[config.mk]
export PLATFORM = sky130hd
export DESIGN_NAME = full_status_query_responder
export DESIGN_NICKNAME = d
export VERILOG_FILES = /design/src/logic/fsq_pkg.sv /design/src/logic/fault_flag_latch.sv /design/src/logic/full_status_query_responder.sv
export SDC_FILE = /design/constraint.sdc
export NUM_CORES = 1
export LEC_CHECK = 0
export ABC_CLOCK_PERIOD_IN_PS = 3000
export BUFFER_PORTS_ARGS = -buffer_cell sky130_fd_sc_hd__buf_2
export CAP_MARGIN = 5
export CORE_MARGIN = 2
export CORE_UTILIZATION = 30
export DETAILED_ROUTE_END_ITERATION = 8
export MAX_ROUTING_LAYER = met4
export PLACE_DENSITY = 0.53
export SLEW_MARGIN = 20
export SYNTH_ARGS = -nofsm -noshare
export SYNTH_HDL_FRONTEND = slang
export SYNTH_HIERARCHICAL = 1
export SYNTH_SLANG_ARGS = --single-unit
export TNS_END_PERCENT = 10
[constraint.sdc]
create_clock -name core_clk -period 3 [get_ports core_clk]
set_input_delay 0.3 -clock core_clk [delete_from_list [all_inputs] [get_ports core_clk]]
set_output_delay 0.3 -clock core_clk [all_outputs]
set_load 0.02 [all_outputs]
[src/logic/fsq_pkg.sv]
// Constants, types and helpers shared by the full status query responder.
package fsq_pkg;

  // ------------------------------------------------------------------
  // Frame identifiers and fixed byte values
  // ------------------------------------------------------------------
  localparam logic [7:0] ID_LONG_PREP  = 8'h3C; // Fixed preparing identifier.
  localparam logic [7:0] ID_READ       = 8'h7D; // Fixed reading identifier.
  localparam logic [7:0] APP_CMD_BYTE  = 8'h80; // Application command byte.
  localparam logic [6:0] CMD_FULL_STAT = 7'h01; // Query command code.
  localparam logic [7:0] FILLER_BYTE   = 8'hFF; // Filler and do-not-care.
  localparam logic [4:0] SEC_POS_PAD   = 5'h1F; // Ones above safe pos top.

  // ------------------------------------------------------------------
  // Byte positions within frames
  // ------------------------------------------------------------------
  localparam logic [3:0] POS_FIRST     = 4'h1; // First data byte.
  localparam logic [3:0] POS_SECOND    = 4'h2; // Second data byte.
  localparam logic [3:0] POS_THIRD     = 4'h3; // Third data byte.
  localparam logic [3:0] SHORT_LAST    = 4'h2; // Last byte, short frame.
  localparam logic [3:0] LONG_LAST     = 4'h8; // Last byte, long frame.
  localparam logic [3:0] RESP_LAST     = 4'h8; // Last answered byte.

  // ------------------------------------------------------------------
  // Reading stages and fault flag layout
  // ------------------------------------------------------------------
  localparam logic [1:0] STAGE_NONE    = 2'h0; // Nothing prepared.
  localparam logic [1:0] STAGE_FIRST   = 2'h1; // First reading frame due.
  localparam logic [1:0] STAGE_SECOND  = 2'h2; // Second reading frame due.

  localparam int         FLAG_COUNT    = 9;    // Number of latched faults.
  localparam int         FLG_TW        = 0;    // Thermal warning.
  localparam int         FLG_TSD       = 1;    // Thermal shutdown.
  localparam int         FLG_UV        = 2;    // Undervoltage.
  localparam int         FLG_ELDEF     = 3;    // Electrical defect.
  localparam int         FLG_MISSED_STEP_FLAG  = 4;    // Missed step.
  localparam int         FLG_CHARGE_PUMP_FAILURE    = 5;    // Charge pump failure.
  localparam int         FLG_OVC_A     = 6;    // Coil A overcurrent.
  localparam int         FLG_OVC_B     = 7;    // Coil B overcurrent.
  localparam int         FLG_SUPPLY    = 8;    // Logic supply reset.
  localparam logic [8:0] FLAG_RESET    = 9'h100; // Supply flag set at reset.

  // ------------------------------------------------------------------
  // Frame tracking states
  // ------------------------------------------------------------------
  typedef enum logic [4:0] {
    ST_IDLE  = 5'b00001,
    ST_HDR   = 5'b00010,
    ST_SHORT = 5'b00100,
    ST_LONG  = 5'b01000,
    ST_READ  = 5'b10000
  } frame_state_t;

  // Builds a protected identifier byte with both parity bits on top.
  function automatic logic [7:0] lin_protect(input logic [5:0] id);
    logic p0;
    logic p1;
    p0 = id[0] ^ id[1] ^ id[2] ^ id[4];
    p1 = ~(id[1] ^ id[3] ^ id[4] ^ id[5]);
    lin_protect = {p1, p0, id};
  endfunction

endpackage

[src/logic/fault_flag_latch.sv]
// Sticky fault flags that survive a clear while their condition stays.
`timescale 1ns/10ps

module fault_flag_latch #(
  parameter int                 WIDTH       = 9,     // Number of flags.
  parameter logic [WIDTH-1:0]   RESET_VALUE = '0     // Flags after reset.
) (
  input  wire logic             core_clk,  // Core clock.
  input  wire logic             rst,       // Synchronous reset, high.
  input  wire logic [WIDTH-1:0] set_cond,  // Fault conditions, level.
  input  wire logic             clear_req, // Clear attempt, one pulse.
  output logic      [WIDTH-1:0] flags      // Latched fault flags.
);

  logic [WIDTH-1:0] next_flags;

  // A present condition always wins over a clear attempt.
  assign next_flags = set_cond | (clear_req ? '0 : flags); // [RL17]

  // Flag storage.
  always_ff @(posedge core_clk) begin
    if (rst) begin
      flags <= RESET_VALUE;
    end else begin
      flags <= next_flags;
    end
  end

endmodule

[src/logic/full_status_query_responder.sv]
// Slave handler that answers the full status query over LIN frames.
`timescale 1ns/10ps

// Behaviour
// RL1 - Short preparing frame: protected id, command 0x81, 1 plus address.
// RL2 - Long preparing frame: id 0x3C, 0x80, command, address, five 0xFF.
// RL3 - Master opens a query with exactly one preparing frame, either form.
// RL4 - Short frame id is the dynamic five-bit id with bit 5 cleared.
// RL5 - Identifier top two bits carry standard LIN parity of lower bits.
// RL6 - Reading frames use id 0x7D; byte 1 answers 1 plus node address.
// RL7 - Missing second reading frame is tolerated without any error.
// RL8 - Frame one byte 2: run current high nibble, hold current low.
// RL9 - Frame one byte 3: maximum velocity high nibble, minimum low.
// RL10 - Frame one byte 4: profile, step resolution, direction, acceleration.
// RL11 - Frame one byte 5: six fault flags then two-bit temperature level.
// RL12 - Frame one byte 6: motion, switch, coil faults, one, charge pump.
// RL13 - Frame one byte 7 link error status, byte 8 is 0xFF.
// RL14 - Frame two: current, goal positions high first, safe position, 0xFF.
// RL15 - After reporting, attempt to clear all nine latched fault flags.
// RL16 - Wrong address in preparing frame: ignore and stay silent afterwards.
// RL17 - A flag whose condition persists stays set through the clear.
module full_status_query_responder
  import fsq_pkg::*;
(
  input  wire logic        core_clk,            // Core clock, 25 MHz.
  input  wire logic        rst,                 // Synchronous reset, high.
  input  wire logic        frame_start,         // Header break seen, pulse.
  input  wire logic        rx_valid,            // Received byte strobe.
  input  wire logic [7:0]  rx_byte,             // Received byte.
  input  wire logic        tx_done,             // Answer byte sent, pulse.
  input  wire logic [4:0]  prep_id,             // Dynamic preparing id.
  input  wire logic [6:0]  node_address,        // Own node address.
  input  wire logic [3:0]  run_current,         // Run current setting.
  input  wire logic [3:0]  hold_current,        // Hold current setting.
  input  wire logic [3:0]  max_velocity,        // Maximum velocity.
  input  wire logic [3:0]  min_velocity,        // Minimum velocity.
  input  wire logic        acceleration_profile_select, // Ramp shape.
  input  wire logic [1:0]  microstep_resolution, // Step mode.
  input  wire logic        rotation_direction,  // Shaft direction.
  input  wire logic [3:0]  acceleration,        // Acceleration setting.
  input  wire logic [1:0]  temperature_level,   // Temperature info.
  input  wire logic [2:0]  motion_state,        // Motion state.
  input  wire logic        external_switch_state, // Switch input level.
  input  wire logic [7:0]  lin_error_status,    // Link error status.
  input  wire logic [15:0] current_position,    // Actual position.
  input  wire logic [15:0] goal_position,       // Target position.
  input  wire logic [10:0] safe_position,       // Secure position.
  input  wire logic        tw_cond,             // Thermal warning now.
  input  wire logic        tsd_cond,            // Thermal shutdown now.
  input  wire logic        uv_cond,             // Undervoltage now.
  input  wire logic        eldef_cond,          // Electrical defect now.
  input  wire logic        missed_step_flag_cond,       // Missed step event.
  input  wire logic        charge_pump_failure_cond,         // Charge pump failing now.
  input  wire logic        ovc_a_cond,          // Coil A overcurrent now.
  input  wire logic        ovc_b_cond,          // Coil B overcurrent now.
  input  wire logic        supply_cond,         // Logic supply reset event.
  output logic             resp_active,         // Node answers this frame.
  output logic      [7:0]  tx_byte,             // Byte to send next.
  output logic             thermal_warning,     // Latched flag.
  output logic             thermal_shutdown,    // Latched flag.
  output logic             undervoltage_flag,   // Latched flag.
  output logic             electrical_defect_flag, // Latched flag.
  output logic             missed_step_flag,    // Latched flag.
  output logic             charge_pump_failure, // Latched flag.
  output logic             coil_a_overcurrent,  // Latched flag.
  output logic             coil_b_overcurrent,  // Latched flag.
  output logic             logic_supply_reset_flag // Latched flag.
);

  // ------------------------------------------------------------------
  // State
  // ------------------------------------------------------------------
  frame_state_t            state;
  frame_state_t            next_state;
  logic [3:0]              byte_pos;
  logic [3:0]              next_pos;
  logic                    prep_ok;
  logic                    next_ok;
  logic [1:0]              stage;
  logic [1:0]              next_stage;
  logic [1:0]              serve;
  logic [1:0]              next_serve;
  logic [3:0]              idx;
  logic [3:0]              next_idx;
  logic                    next_active;
  logic [7:0]              next_tx;
  logic                    clear_req;
  logic                    next_clear;
  logic [FLAG_COUNT-1:0]   flags;
  logic [FLAG_COUNT-1:0]   conds;

  // Expected byte of a preparing frame at a given data position.
  function automatic logic [7:0] expect_byte(input logic       is_long,
                                             input logic [3:0] pos,
                                             input logic [7:0] addr);
    if (!is_long) begin
      expect_byte = (pos == POS_FIRST) ? {1'b1, CMD_FULL_STAT} : addr;
    end else begin
      case (pos)
        POS_FIRST:  expect_byte = APP_CMD_BYTE;
        POS_SECOND: expect_byte = {1'b1, CMD_FULL_STAT};
        POS_THIRD:  expect_byte = addr;
        default:    expect_byte = FILLER_BYTE;
      endcase
    end
  endfunction

  // Picks answer byte n (1 to 8) from a packed eight-byte frame word.
  function automatic logic [7:0] pick_byte(input logic [63:0] w,
                                           input logic [3:0]  n);
    case (n)
      4'h1:    pick_byte = w[63:56];
      4'h2:    pick_byte = w[55:48];
      4'h3:    pick_byte = w[47:40];
      4'h4:    pick_byte = w[39:32];
      4'h5:    pick_byte = w[31:24];
      4'h6:    pick_byte = w[23:16];
      4'h7:    pick_byte = w[15:8];
      default: pick_byte = w[7:0];
    endcase
  endfunction

  // ------------------------------------------------------------------
  // Fault flags
  // ------------------------------------------------------------------
  // Conditions gathered into the flag layout.
  assign conds = {supply_cond, ovc_b_cond, ovc_a_cond, charge_pump_failure_cond,
                  missed_step_flag_cond, eldef_cond, uv_cond, tsd_cond, tw_cond};

  fault_flag_latch #(.WIDTH(FLAG_COUNT), .RESET_VALUE(FLAG_RESET)) u_flags (
    .core_clk  (core_clk),
    .rst       (rst),
    .set_cond  (conds),
    .clear_req (clear_req),
    .flags     (flags)
  );

  // Flag outputs come straight from the latch registers.
  assign thermal_warning         = flags[FLG_TW];
  assign thermal_shutdown        = flags[FLG_TSD];
  assign undervoltage_flag       = flags[FLG_UV];
  assign electrical_defect_flag  = flags[FLG_ELDEF];
  assign missed_step_flag        = flags[FLG_MISSED_STEP_FLAG];
  assign charge_pump_failure     = flags[FLG_CHARGE_PUMP_FAILURE];
  assign coil_a_overcurrent      = flags[FLG_OVC_A];
  assign coil_b_overcurrent      = flags[FLG_OVC_B];
  assign logic_supply_reset_flag = flags[FLG_SUPPLY];

  // ------------------------------------------------------------------
  // Decoding
  // ------------------------------------------------------------------
  logic [3:0]  data_pos;
  logic [7:0]  addr_byte;
  logic        is_read_id;
  logic        is_long_id;
  logic        is_short_id;
  logic        byte_match;
  logic        last_prep;
  logic [63:0] frame1_word;
  logic [63:0] frame2_word;
  logic [63:0] start_word;
  logic [63:0] serve_word;

  // Identifier and preparing byte checks; the dynamic id has bit 5 clear.
  assign data_pos    = byte_pos + 4'h1;
  assign addr_byte   = {1'b1, node_address};                     // [RL6]
  assign is_read_id  = (rx_byte == ID_READ);                     // [RL6]
  assign is_long_id  = (rx_byte == ID_LONG_PREP);                // [RL2]
  assign is_short_id = (rx_byte == lin_protect({1'b0, prep_id})); // [RL4][RL5]
  assign byte_match  = (rx_byte == expect_byte(state == ST_LONG,
                                               data_pos, addr_byte)); // [RL1]
  assign last_prep   = ((state == ST_SHORT) && (data_pos == SHORT_LAST)) ||
                       ((state == ST_LONG) && (data_pos == LONG_LAST));

  // First reading frame: settings, fault flags and link errors.
  assign frame1_word = {addr_byte,
                        run_current, hold_current,               // [RL8]
                        max_velocity, min_velocity,              // [RL9]
                        acceleration_profile_select,
                        microstep_resolution,
                        rotation_direction, acceleration,        // [RL10]
                        flags[FLG_SUPPLY], flags[FLG_MISSED_STEP_FLAG],
                        flags[FLG_ELDEF], flags[FLG_UV],
                        flags[FLG_TSD], flags[FLG_TW],
                        temperature_level,                       // [RL11]
                        motion_state, external_switch_state,
                        flags[FLG_OVC_A], flags[FLG_OVC_B], 1'b1,
                        flags[FLG_CHARGE_PUMP_FAILURE],                       // [RL12]
                        lin_error_status, FILLER_BYTE};          // [RL13]

  // Second reading frame: current and goal positions high byte first, safe position low byte first.
  assign frame2_word = {addr_byte, current_position, goal_position,
                        safe_position[7:0], SEC_POS_PAD,
                        safe_position[10:8], FILLER_BYTE};       // [RL14]
  // Word for a reading frame that opens, and for the one being served.
  assign start_word  = (stage == STAGE_SECOND) ? frame2_word : frame1_word;
  assign serve_word  = (serve == STAGE_SECOND) ? frame2_word : frame1_word;

  // ------------------------------------------------------------------
  // Frame tracking
  // ------------------------------------------------------------------
  // Next state; any header other than a reading one drops a prepared query.
  always_comb begin
    next_state  = state;
    next_pos    = byte_pos;
    next_ok     = prep_ok;
    next_stage  = stage;
    next_serve  = serve;
    next_idx    = idx;
    next_active = resp_active;
    next_tx     = tx_byte;
    next_clear  = 1'b0;
    if (frame_start) begin
      next_state  = ST_HDR;
      next_pos    = 4'h0;
      next_active = 1'b0;
    end else begin
      case (state)
        ST_HDR: begin
          if (rx_valid) begin
            next_ok  = 1'b1;
            if (is_read_id && (stage != STAGE_NONE)) begin // [RL16]
              next_state  = ST_READ;                             // [RL6]
              next_active = 1'b1;
              next_serve  = stage;
              next_idx    = POS_FIRST;
              next_tx     = pick_byte(start_word, POS_FIRST);
            end else if (is_long_id) begin
              next_state = ST_LONG;                              // [RL3]
              next_stage = STAGE_NONE;
            end else if (is_short_id) begin
              next_state = ST_SHORT;                             // [RL3]
              next_stage = STAGE_NONE;
            end else begin
              next_state = ST_IDLE;
              next_stage = STAGE_NONE;
            end
          end
        end
        ST_SHORT, ST_LONG: begin
          if (rx_valid) begin
            next_pos = data_pos;
            next_ok  = prep_ok && byte_match;
            if (last_prep) begin
              next_state = ST_IDLE;
              next_stage = next_ok ? STAGE_FIRST : STAGE_NONE; // [RL16]
            end
          end
        end
        ST_READ: begin
          if (tx_done) begin
            if (idx == RESP_LAST) begin
              next_active = 1'b0;
              next_state  = ST_IDLE;
              next_stage  = (serve == STAGE_FIRST) ? STAGE_SECOND
                                                   : STAGE_NONE; // [RL7]
              next_clear  = (serve == STAGE_FIRST);              // [RL15]
            end else begin
              next_idx = idx + 4'h1;
              next_tx  = pick_byte(serve_word, idx + 4'h1);
            end
          end
        end
        default: begin
          next_state = ST_IDLE;
        end
      endcase
    end
  end

  // Tracking registers.
  always_ff @(posedge core_clk) begin
    if (rst) begin
      state       <= ST_IDLE;
      byte_pos    <= 4'h0;
      prep_ok     <= 1'b0;
      stage       <= STAGE_NONE;
      serve       <= STAGE_NONE;
      idx         <= 4'h0;
      resp_active <= 1'b0;
      tx_byte     <= FILLER_BYTE;
      clear_req   <= 1'b0;
    end else begin
      state       <= next_state;
      byte_pos    <= next_pos;
      prep_ok     <= next_ok;
      stage       <= next_stage;
      serve       <= next_serve;
      idx         <= next_idx;
      resp_active <= next_active;
      tx_byte     <= next_tx;
      clear_req   <= next_clear;
    end
  end
endmodule

==> Word-level counts from Yosys, hierarchy flattened <==
Index checks and enable logic that the tools add are counted.
{ "classes": {"addsub": 2, "n_eq_ne": 35, "muxes": 43, "bitwise": 11, "reduce_logical": 20} }
{ "op_table": {"columns": ["operator", "count"], "rows": [
  ["56-bit two-way mux", 1],
  ["8-bit one-hot mux with 7 select lines", 1],
  ["8-bit two-way mux", 4],
  ["5-bit two-way mux", 6],
  ["7-bit one-hot mux with 3 select lines", 1],
  ["4-bit two-way mux", 5],
  ["4-bit by 2-bit equality test with 1-bit output (second input constant)", 4],
  ["4-bit by 3-bit equality test with 1-bit output (second input constant)", 4],
  ["8-bit equality test", 2],
  ["2-bit two-way mux", 8],
  ["2-bit inequality test (second input constant)", 8],
  ["8-bit one-hot mux with 2 select lines", 1],
  ["3-bit inequality test (second input constant)", 5],
  ["5-bit one-hot mux with 3 select lines", 1],
  ["5-bit AND reduction", 3],
  ["7-bit two-way mux", 2],
  ["9-bit two-way mux", 1],
  ["9-bit OR", 1],
  ["4-bit by 1-bit adder with 4-bit output (second input constant)", 2],
  ["4-bit by 1-bit equality test with 1-bit output (second input constant)", 2],
  ["4-bit equality test (second input constant)", 2],
  ["8-bit by 6-bit equality test with 1-bit output (second input constant)", 1],
  ["8-bit by 7-bit equality test with 1-bit output (second input constant)", 1],
  ["4-bit one-hot mux with 2 select lines", 1],
  ["other kinds (22)", 44]
]} }
{ "totals": {"reg_bits": 37, "input_bits": 115, "output_inout_bits": 18, "wordCells": 122} }

==> Logic depth before layout (Yosys ltp) <==
Gate-level depths: netlist of run 1.
{ "depth": {"word_depth": 10, "ltp_mapped": 11, "ltp_nobuf": 10} }

==> Hierarchy <==
The synthesis of run 1 kept the hierarchy.
{ "modules_own_cells": {"columns": ["mod", "n_inst", "cells_each", "area_each_um2", "seq_area_each_um2"], "rows": [
  ["full_status_query_responder", 1, 407, 2926.6, 560.5],
  ["fault_flag_latch", 1, 37, 317.8, 180.2]
]} }

==> Worst setup path after synthesis of run 1 <==
No wires, ideal clock.
{ "synth_timing": {"kind": "reg-to-reg", "start": "register byte_pos[0]", "end": "register stage[0]", "setup_time_ns": 0.096, "arrival_ns": 2.409, "required_time_ns": 2.904, "slack_ns": 0.495, "path_stages_with_launch": 10, "n_path_buf": 0, "period_less_slack_ns": 2.505, "cell_sequence": "dfxtp_1 > ha_1 > and2_4 > a211o_4 > and3_4 > a2bb2oi_1 > a221o_1 > nor4_2 > o2111ai_1 > o41ai_2"} }
{ "synth_via": {"elab_chain_len": 10, "word_cells_on_any_way": 19, "cone_classes": "1 x add/sub; 6 x eq/ne; 7 x mux; 5 x reduce/logical"} }
{ "synth_rtl": {"columns": ["element", "line", "text"], "rows": [
  ["from (decl)", "full_status_query_responder.sv:75", "logic [3:0] byte_pos;"],
  ["from (signal assigned)", "full_status_query_responder.sv:285", "byte_pos <= next_pos;"],
  ["4-bit by 1-bit adder with 4-bit output (*)", "full_status_query_responder.sv:165", "assign data_pos = byte_pos + 4'h1;"],
  ["4-bit by 2-bit equality test with 1-bit output (tied with other cells)", "full_status_query_responder.sv:99", "case (pos)"],
  ["7-bit one-hot mux with 3 select lines / 7-bit two-way mux (equally long branches)", "full_status_query_responder.sv:99, full_status_query_responder.sv:97", null],
  ["7-bit two-way mux", "full_status_query_responder.sv:96", "if (!is_long) begin"],
  ["8-bit equality test", "full_status_query_responder.sv:170", "assign byte_match = (rx_byte == expect_byte(state == ST_LONG,"],
  ["1-bit logical AND", "full_status_query_responder.sv:243", "next_ok = prep_ok && byte_match;"],
  ["1-bit two-way mux", "full_status_query_responder.sv:246", "next_stage = next_ok ? STAGE_FIRST : STAGE_NONE;"],
  ["2-bit two-way mux", "full_status_query_responder.sv:244", "if (last_prep) begin"],
  ["2-bit two-way mux", "full_status_query_responder.sv:241", "if (rx_valid) begin"],
  ["2-bit one-hot mux with 3 select lines", "full_status_query_responder.sv:218", "case (state)"],
  ["to (signal assigned)", "full_status_query_responder.sv:287", "stage <= next_stage;"],
  ["to (decl)", "full_status_query_responder.sv:79", "logic [1:0] stage;"]
]} }
Every way passes the cells marked *; elsewhere a longest branch is shown, timed or not. The select of a mux whose other input is x is not followed.
A chain may end at the register's enable or synchronous reset.

==> Worst setup path in the final report of run 1 <==
{ "layout_timing": {"start": "register idx[1]", "end": "register tx_byte[0]"} }
{ "layout_via": {"elab_chain_len": 6, "word_cells_on_any_way": 15, "cone_classes": "1 x add/sub; 9 x eq/ne; 4 x mux; 1 x reduce/logical"} }
{ "layout_rtl": {"columns": ["element", "line", "text"], "rows": [
  ["from (decl)", "full_status_query_responder.sv:83", "logic [3:0] idx;"],
  ["from (signal assigned)", "full_status_query_responder.sv:289", "idx <= next_idx;"],
  ["4-bit by 1-bit adder with 4-bit output", "full_status_query_responder.sv:260", "next_tx = pick_byte(serve_word, idx + 4'h1);"],
  ["4-bit by 3-bit equality test with 1-bit output (tied with other cells)", "full_status_query_responder.sv:111", "case (n)"],
  ["8-bit one-hot mux with 7 select lines", "full_status_query_responder.sv:111", null],
  ["8-bit two-way mux", "full_status_query_responder.sv:252", "if (idx == RESP_LAST) begin"],
  ["8-bit two-way mux", "full_status_query_responder.sv:251", "if (tx_done) begin"],
  ["8-bit one-hot mux with 2 select lines", "full_status_query_responder.sv:218", null],
  ["to (signal assigned)", "full_status_query_responder.sv:291", "tx_byte <= next_tx;"],
  ["to (decl)", "full_status_query_responder.sv:58", "output logic [7:0] tx_byte,"]
]} }
Several ways; a longest one is shown, not always the timed one. The select of a mux whose other input is x is not followed.

==> results of run 1 <==
==> power breakdown <==
| part | switching [W] | internal, W |
|---|---|---|
| sequential | 0.00000918 | 0.000500 |
| combinational | 0.0000982 | 0.0000916 |
| clock | 0.000188 | 0.000271 |
| total | 0.000295 | 0.000863 |
==> through the flow <==
stage	hold WS [ns]	instances	total power [W]	TNS, ns	worst slack, ns
final	0.207	700	0.00116	0	0.185
after floorplan	0.403	444	0.000597	0	0.495
after global placement	0.455	692	0.000710	0	0.271
after detailed placement	0.467	692	0.000709	0	0.158
after global routing	0.202	700	0.00121	-0.0214	-0.0159
after CTS	0.210	700	0.00117	0	0.139
==> synth_stat cells (10+ instances only) <==
cell | n | share of area (%)
nand3_1 | 19 | 2.9
mux2i_1 | 22 | 6.8
a21oi_1 | 39 | 6.0
dfxtp_1 | 37 | 23
nand2b_1 | 11 | 2.1
ha_1 | 11 | 4.2
nand2_1 | 55 | 6.4
inv_1 | 20 | 2.3
nor2_1 | 37 | 4.3
o22ai_1 | 10 | 1.9
o21ai_0 | 30 | 4.6
clkbuf_1 | 10 | 1.2
==> layer usage <==
layer  part of all wire (%)  GRT usage, %  wire length, um
met1                     49          28.9             5720
met2                     44          29.4             5100
met3                    5.8          3.62              677
met4                   0.85          3.39               99
met5                      0             -                0
==> worst register-to-register path, delay by kind of cell (launching register included) <==
family / cells / cell delay (ns)
flip-flops: 1 / 0.44
multiplexers: 1 / 0.36
buffers and inverters: 1 / 0.19
AO/OA/AOI/OAI: 2 / 0.26
adder cells (fa/ha/maj): 1 / 0.32
AND/OR/NAND/NOR: 3 / 1.12
==> registers in the layout, summed over array words and instances (netlist names) <==
| name | count |
|---|---|
| u_flags/flags | 9 |
| prep_ok | 1 |
| serve | 2 |
| idx | 4 |
| state | 5 |
| tx_byte | 8 |
| resp_active | 1 |
| clear_req | 1 |
| byte_pos | 4 |
| stage | 2 |
==> logic make-up (layout without fill, tap and decap cells) <==
| family | count (synthesis) | after routing |
|---|---|---|
| adder cells (fa/ha/maj) | 11 | 11 |
| buffers and inverters | 44 | 164 |
| XOR/XNOR | 14 | 14 |
| flip-flops | 37 | 37 |
| multiplexers | 24 | 24 |
| AO/OA/AOI/OAI | 143 | 143 |
| AND/OR/NAND/NOR | 171 | 171 |
==> how the worst max path moves through the flow <==
stage | from | slack (ns) | end | depth (start not counted)
floorplan | byte_pos[0] | 0.50 | stage[0] | 9
global route | idx[1] | -0.02 | tx_byte[0] | 8
finish | idx[1] | 0.18 | tx_byte[0] | 8
CTS | idx[1] | 0.14 | tx_byte[1] | 8
global placement | idx[1] | 0.27 | tx_byte[1] | 8
detailed placement | idx[1] | 0.16 | tx_byte[1] | 8
==> final cells by class <==
cell class	instances	area (um^2)	share of cell area (%)
timing repair buffer	136	691	16.8
tap	136	170	4.13
multi-input combinational	363	2320	56.4
clock inverter	1	30.0	0.729
clock buffer	7	86.3	2.10
sequential	37	742	18.0
inverter	20	75.1	1.82
==> reports/metrics.yaml, run 1 <==
outcome: "completed"
fp.dieW_um: 108
layout-drive-gt1-share_pct: 28.7
cts_setup_buffers: 0
clkSlewWorstSetupHoldPaths_ns: 0.08
yosysUniqueCellTypes: 67
synth_async_sr_flop_share_pct: 0
synth_seq_cells: 37
synth-simple-area-share_pct: 27.0
h-tree-depth: 2
startpoint_type: "flip-flop"
design_area_um2: 4120
synth_compound_area_share_pct: 28.7
ys_warn_count: 6
routed_wirelength_um: 11600
ir_drop_uv: 166
wire_per_inst_um: 16.6
min_from: "supply_cond"
cp_max_fo: 11
antenna_found_initial: 0
cts_hold_buf: 0
crit-reg2reg-launch: "idx[1]"
worstPathRequired_ns: 3.17
drtAntennaViolNets: 0
nets: 689
path_class: "reg -> reg"
root_buffer: "clkbuf_8"
slowest_delay_ns: 0.60
avgSynthCellArea_um2: 7.31
gp_congestion: 0.936
hpwl_um: 9420
start_util_pct: 31.1
cts_tree: "yes"
min_to: "u_flags/flags[8]"
worst-slew-pin-transition_ns: 0.607
yosys.area_share.xor_xnor_pct: 3.78
track_usage_pct: 20.0
cts_buffer_depth: 2
fillerInstances: 1111
gr-total-overflow: 0
syn_to_final_growth_pct: 27.0
p_per_area_nw_per_um2: 281
final_common_cell: "buf_2"
fin_skew_ns: 0.00277
grt_pass1_wl_um: 17900
worstPathArrival_ns: 2.98
synth_adder_area_share_pct: 4.24
synth_edf_count: 0
synth_seq_area_share_pct: 22.8
row_count: 37
fmax_ghz: 0.355
hold_viol: 0
path_cells: "ha_1 > mux2_2 > o22ai_1 > buf_4 > and2_1 > nor3_2 > nor4_1 > o21ai_0"
clkLatencyLatePin_ns: 0.29
setup_violations: 0
synth_fp_nets: 570
grt_max_degree: 29
io_buffers: 132
min_path_type: "in -> reg"
grt_pass1_vias: 3550
synth_ff_type: "dfxtp_1"
die-area_um2: 11700
maxCapViolCount: 0
ctsResizeCount: 0
syn_inst: 444
reg2reg_slack_ns: 0.18
end_kind: "flip-flop"
drt-initial-drc-count: 254
core_area_um2: 10400
leakage_nw: 1.72
fin_crit_sh_pct: 93.8
antennaDiodeCount: 0
final_cell_mix: "132 x buf_2, 55 x nand2_1, 39 x a21oi_1"
ios: 133
worstPathBufferInverterCount: 1
dr.pass1.iters: 4
path_delay_family: "simple AND/OR/NAND/NOR gates"
postLayoutCoreUtil_pct: 39.5
ff2ff_path_depth: 8
drv_slew: 0
cts.sinks: 37
min_period_ns: 2.82
vias_per_cell: 5.34
hold_path_depth: 3
vias: 3738
dpl_cell_area_um2: 3990
cts_buffers: 5
rr_endpoint: "tx_byte[0]"
slew-limit-headroom_pct: 59.2
synth_mux_area_share_pct: 7.48
die_h_um: 108
crit_slowest_cell: "nor4_1"
remaining_drc_errors: 0
synth.cell_area_um2: 3240
synth_top_family_by_area: "compound AO/OA/AOI/OAI gates"
Note: power is estimated with default switching activity, not from simulation.
==> inputs of run 2 (changes only) <==
- PLACE_DENSITY: 0.53 -> 0.54
- REMOVE_ABC_BUFFERS: default -> 1
- SYNTH_HIERARCHICAL: 1 -> default
==> run 2 against run 1 <==
Compared with the run above: flip-flop and latch count stayed put; cell area is 2.3% lower; maximum frequency increased by 3.5%; clock skew grew 0.015 ns; total power decreased by 2.1%; synthesized cell count down 9.7%; register-to-register slack gained 0.09 ns; largest power group unchanged; count of clock-buffer cells in the layout shrank 2; largest cell class unchanged; global-route usage grew 0.17 points.
==> reports/metrics.yaml, run 2 <==
die-area_um2: 11200  # -4.2%
synth.area.top_cells: "dfxtp_1 24%, a21oi_1 5.2%, mux2i_1 5.2%"
cts_hold_buf: 0  # unchanged
synth_seq_area_share_pct: 23.9  # +1.0 points
hold_viol: 0  # unchanged
fin_setup_tns_ns: 0  # unchanged
whs_ns: 0.189  # -0.0181 ns
vias_per_cell: 5.38  # +0.69%
rsz0062_at_grt: "false"
cts_setup_buffers: 0  # unchanged
path_class: "reg -> reg"
nets: 655  # -4.9%
wire_per_inst_um: 16.5  # -0.54%
topRoutingLayerUsed: "met4"
yosysUniqueCellTypes: 65  # -3.0%
p_per_area_nw_per_um2: 282  # +0.25%
fin_skew_ns: 0.0179  # +0.0152 ns
worstPathRequired_ns: 3.19  # +0.02 ns
worst-slew-pin-transition_ns: 0.737  # +0.130 ns
end_kind: "flip-flop"
clockPowerShare_pct: 40.3  # +0.7 points
remaining_drc_errors: 0  # unchanged
place_inst: 658  # -4.9%
top_register: "u_flags.flags"
die_h_um: 106  # -2.1%
path_cells: "ha_1 > buf_4 > o41ai_4 > and2_1 > nor4_4 > a2111oi_0 > o21a_1 > o21ai_0"
ys_warn_count: 0  # -6
leakage_nw: 1.58  # -8.3%
p_sw_w: 0.000300  # +1.5%
intPower_w: 0.000835  # -3.3%
synth_seq_cells: 37  # unchanged
outcome: "completed"
top_regs: "u_flags.flags x9, tx_byte x8, state x5"
final_common_cell: "buf_2"
io_buffers: 132  # unchanged
setup_violations: 0  # unchanged
avgSynthCellArea_um2: 7.73  # +5.9%
startpoint_type: "flip-flop"
pwr-share-seq_pct: 44.9  # +0.9 points
synth_common_cells: "42 x nand2_1, 37 x dfxtp_1, 33 x nor2_1"
min_path_type: "in -> reg"
syn_to_final_growth_pct: 29.7
switching_share_pct: 26.4  # +0.92 points
ctsResizeCount: 0  # unchanged
synth_edf_count: 0  # unchanged
cts_buffer_depth: 2  # unchanged
cts_buffers: 5  # unchanged
synth_async_sr_flop_share_pct: 0  # unchanged
fin_crit_sh_pct: 90.7  # -3.2 points
slowest_delay_ns: 0.58  # -0.02 ns
synth.most_common_cell: "nand2_1"
layout-drive-gt1-share_pct: 31.5  # +2.8 points
antennaDiodeCount: 0  # unchanged
gp_congestion: 0.865  # -7.5%
row_count: 37  # unchanged
synth_ff_type: "dfxtp_1"
root_buffer: "clkbuf_8"
dr.pass1.iters: 4  # unchanged
track_usage_pct: 20.2  # +0.17 points
fp.dieW_um: 106  # -2.1%
yosys.area.top_type: "dfxtp_1"
drt-initial-drc-count: 192  # -24%
syn_inst: 401  # -9.7%
grt_pass1_vias: 3497  # -1.5%
core_area_um2: 10200  # -2.2%
antenna_found_initial: 0  # unchanged
grt_max_degree: 30  # +3.4%
hpwl_um: 8770  # -6.9%
fmax_ghz: 0.368  # +3.5%
drtAntennaViolNets: 0  # unchanged
routed_wirelength_um: 11000  # -5.4%
maxCapViolCount: 0  # unchanged
grt_pass1_wl_um: 17600  # -2.1%
clkSlewWorstSetupHoldPaths_ns: 0.09  # about the same
wl_met3_um: 482  # -29%
postLayoutCoreUtil_pct: 39.5  # about the same
gr-total-overflow: 0  # unchanged
ir_drop_uv: 177  # +7.0%
start_util_pct: 30.5  # -0.69 points
synth_top_area_share_pct: 23.9  # +1.0 points
h-tree-depth: 2  # unchanged
slew-limit-headroom_pct: 49.6  # -9.6 points
min_period_ns: 2.72  # -0.0948 ns
worstPathArrival_ns: 2.91  # -0.07 ns
cts_tree: "yes"
met2WireLength_um: 5240  # +2.6%
crit_slowest_cell: "a2111oi_0"
vias: 3581  # -4.2%
drv_slew: 0  # unchanged
p_comb_share_pct: 14.8  # -1.6 points
synth.cell_area_um2: 3100  # -4.4%
routedLengthMet1_um: 5120  # -11%
cp_max_fo: 15  # +4
clkLatencyLatePin_ns: 0.30  # about the same
largest_reg_flops: 9  # unchanged
cts.sinks: 37  # unchanged
final_cell_mix: "132 x buf_2, 42 x nand2_1, 37 x dfxtp_1"
stdcell_count: 666  # -4.9%
ios: 133  # unchanged
## run 2: cell families after synthesis
| group | synth area share [%] |
|---|---|
| simple gates | 29.0 |
| xor+xnor | 6.21 |
| buf+inv | 4.15 |
| compound gates | 26.8 |
| fa+ha+maj | 4.44 |
| mux | 5.53 |
| flops | 23.9 |
## run 2: path summary, 6_finish.rpt
path	start	endpoint	slack, ns	cells after the start
worst max register to register	idx[0]	tx_byte[6]	0.28	8
worst min-delay path	supply_cond	u_flags.flags[8]	0.19	2
worst min register to register	resp_active	resp_active	0.47	2
worst max-delay path	idx[0]	tx_byte[6]	0.28	8
## run 2: layout make-up
cell class / instances / area, um^2
inverter: 10 / 37.5
fill: 1104 / 6160
tap: 136 / 170
timing repair buffer: 141 / 728
sequential: 37 / 741
clock inverter: 3 / 43.8
clock buffer: 5 / 68.8
multi-input combinational: 334 / 2230
## run 2: power groups by stage
stage	Sequential [W]	Clock [W]	Combinational, W
finish	0.000509	0.000457	0.000168
global route	0.000511	0.000502	0.000186
CTS	0.000509	0.000475	0.000169
detailed placement	0.000521	0	0.000168
global placement	0.000520	0	0.000169
floorplan	0.000528	0	0.0000468
## run 2: critical path, delay by kind of cell (launching register included)
kind,cells,cell delay (ns)
buffers and inverters,1,0.20
DFF,1,0.37
AOI/OAI and AO/OA,4,1.32
and+or+nand+nor,2,0.46
adders and majority gates,1,0.26
## run 2: routing by layer
layer | up-vias | track usage [%]
met2 | 106 | 32.4
met4 | 0 | 4.32
met5 | - | -
li1 | 1761 | -
met1 | 1702 | 27.0
met3 | 12 | 3.03
## run 2: metrics by stage
| stage | instance area [um^2] | total power [W] | setup WS, ns |
|---|---|---|---|
| 2_1_floorplan | 3010 | 0.000575 | 0.348 |
| 3_3_place_gp | 3910 | 0.000690 | 0.309 |
| 3_5_place_dp | 3910 | 0.000689 | 0.267 |
| 4_1_cts | 4020 | 0.00115 | 0.231 |
| 5_1_grt | 4020 | 0.00120 | 0.0981 |
| 6_report | 4020 | 0.00113 | 0.280 |
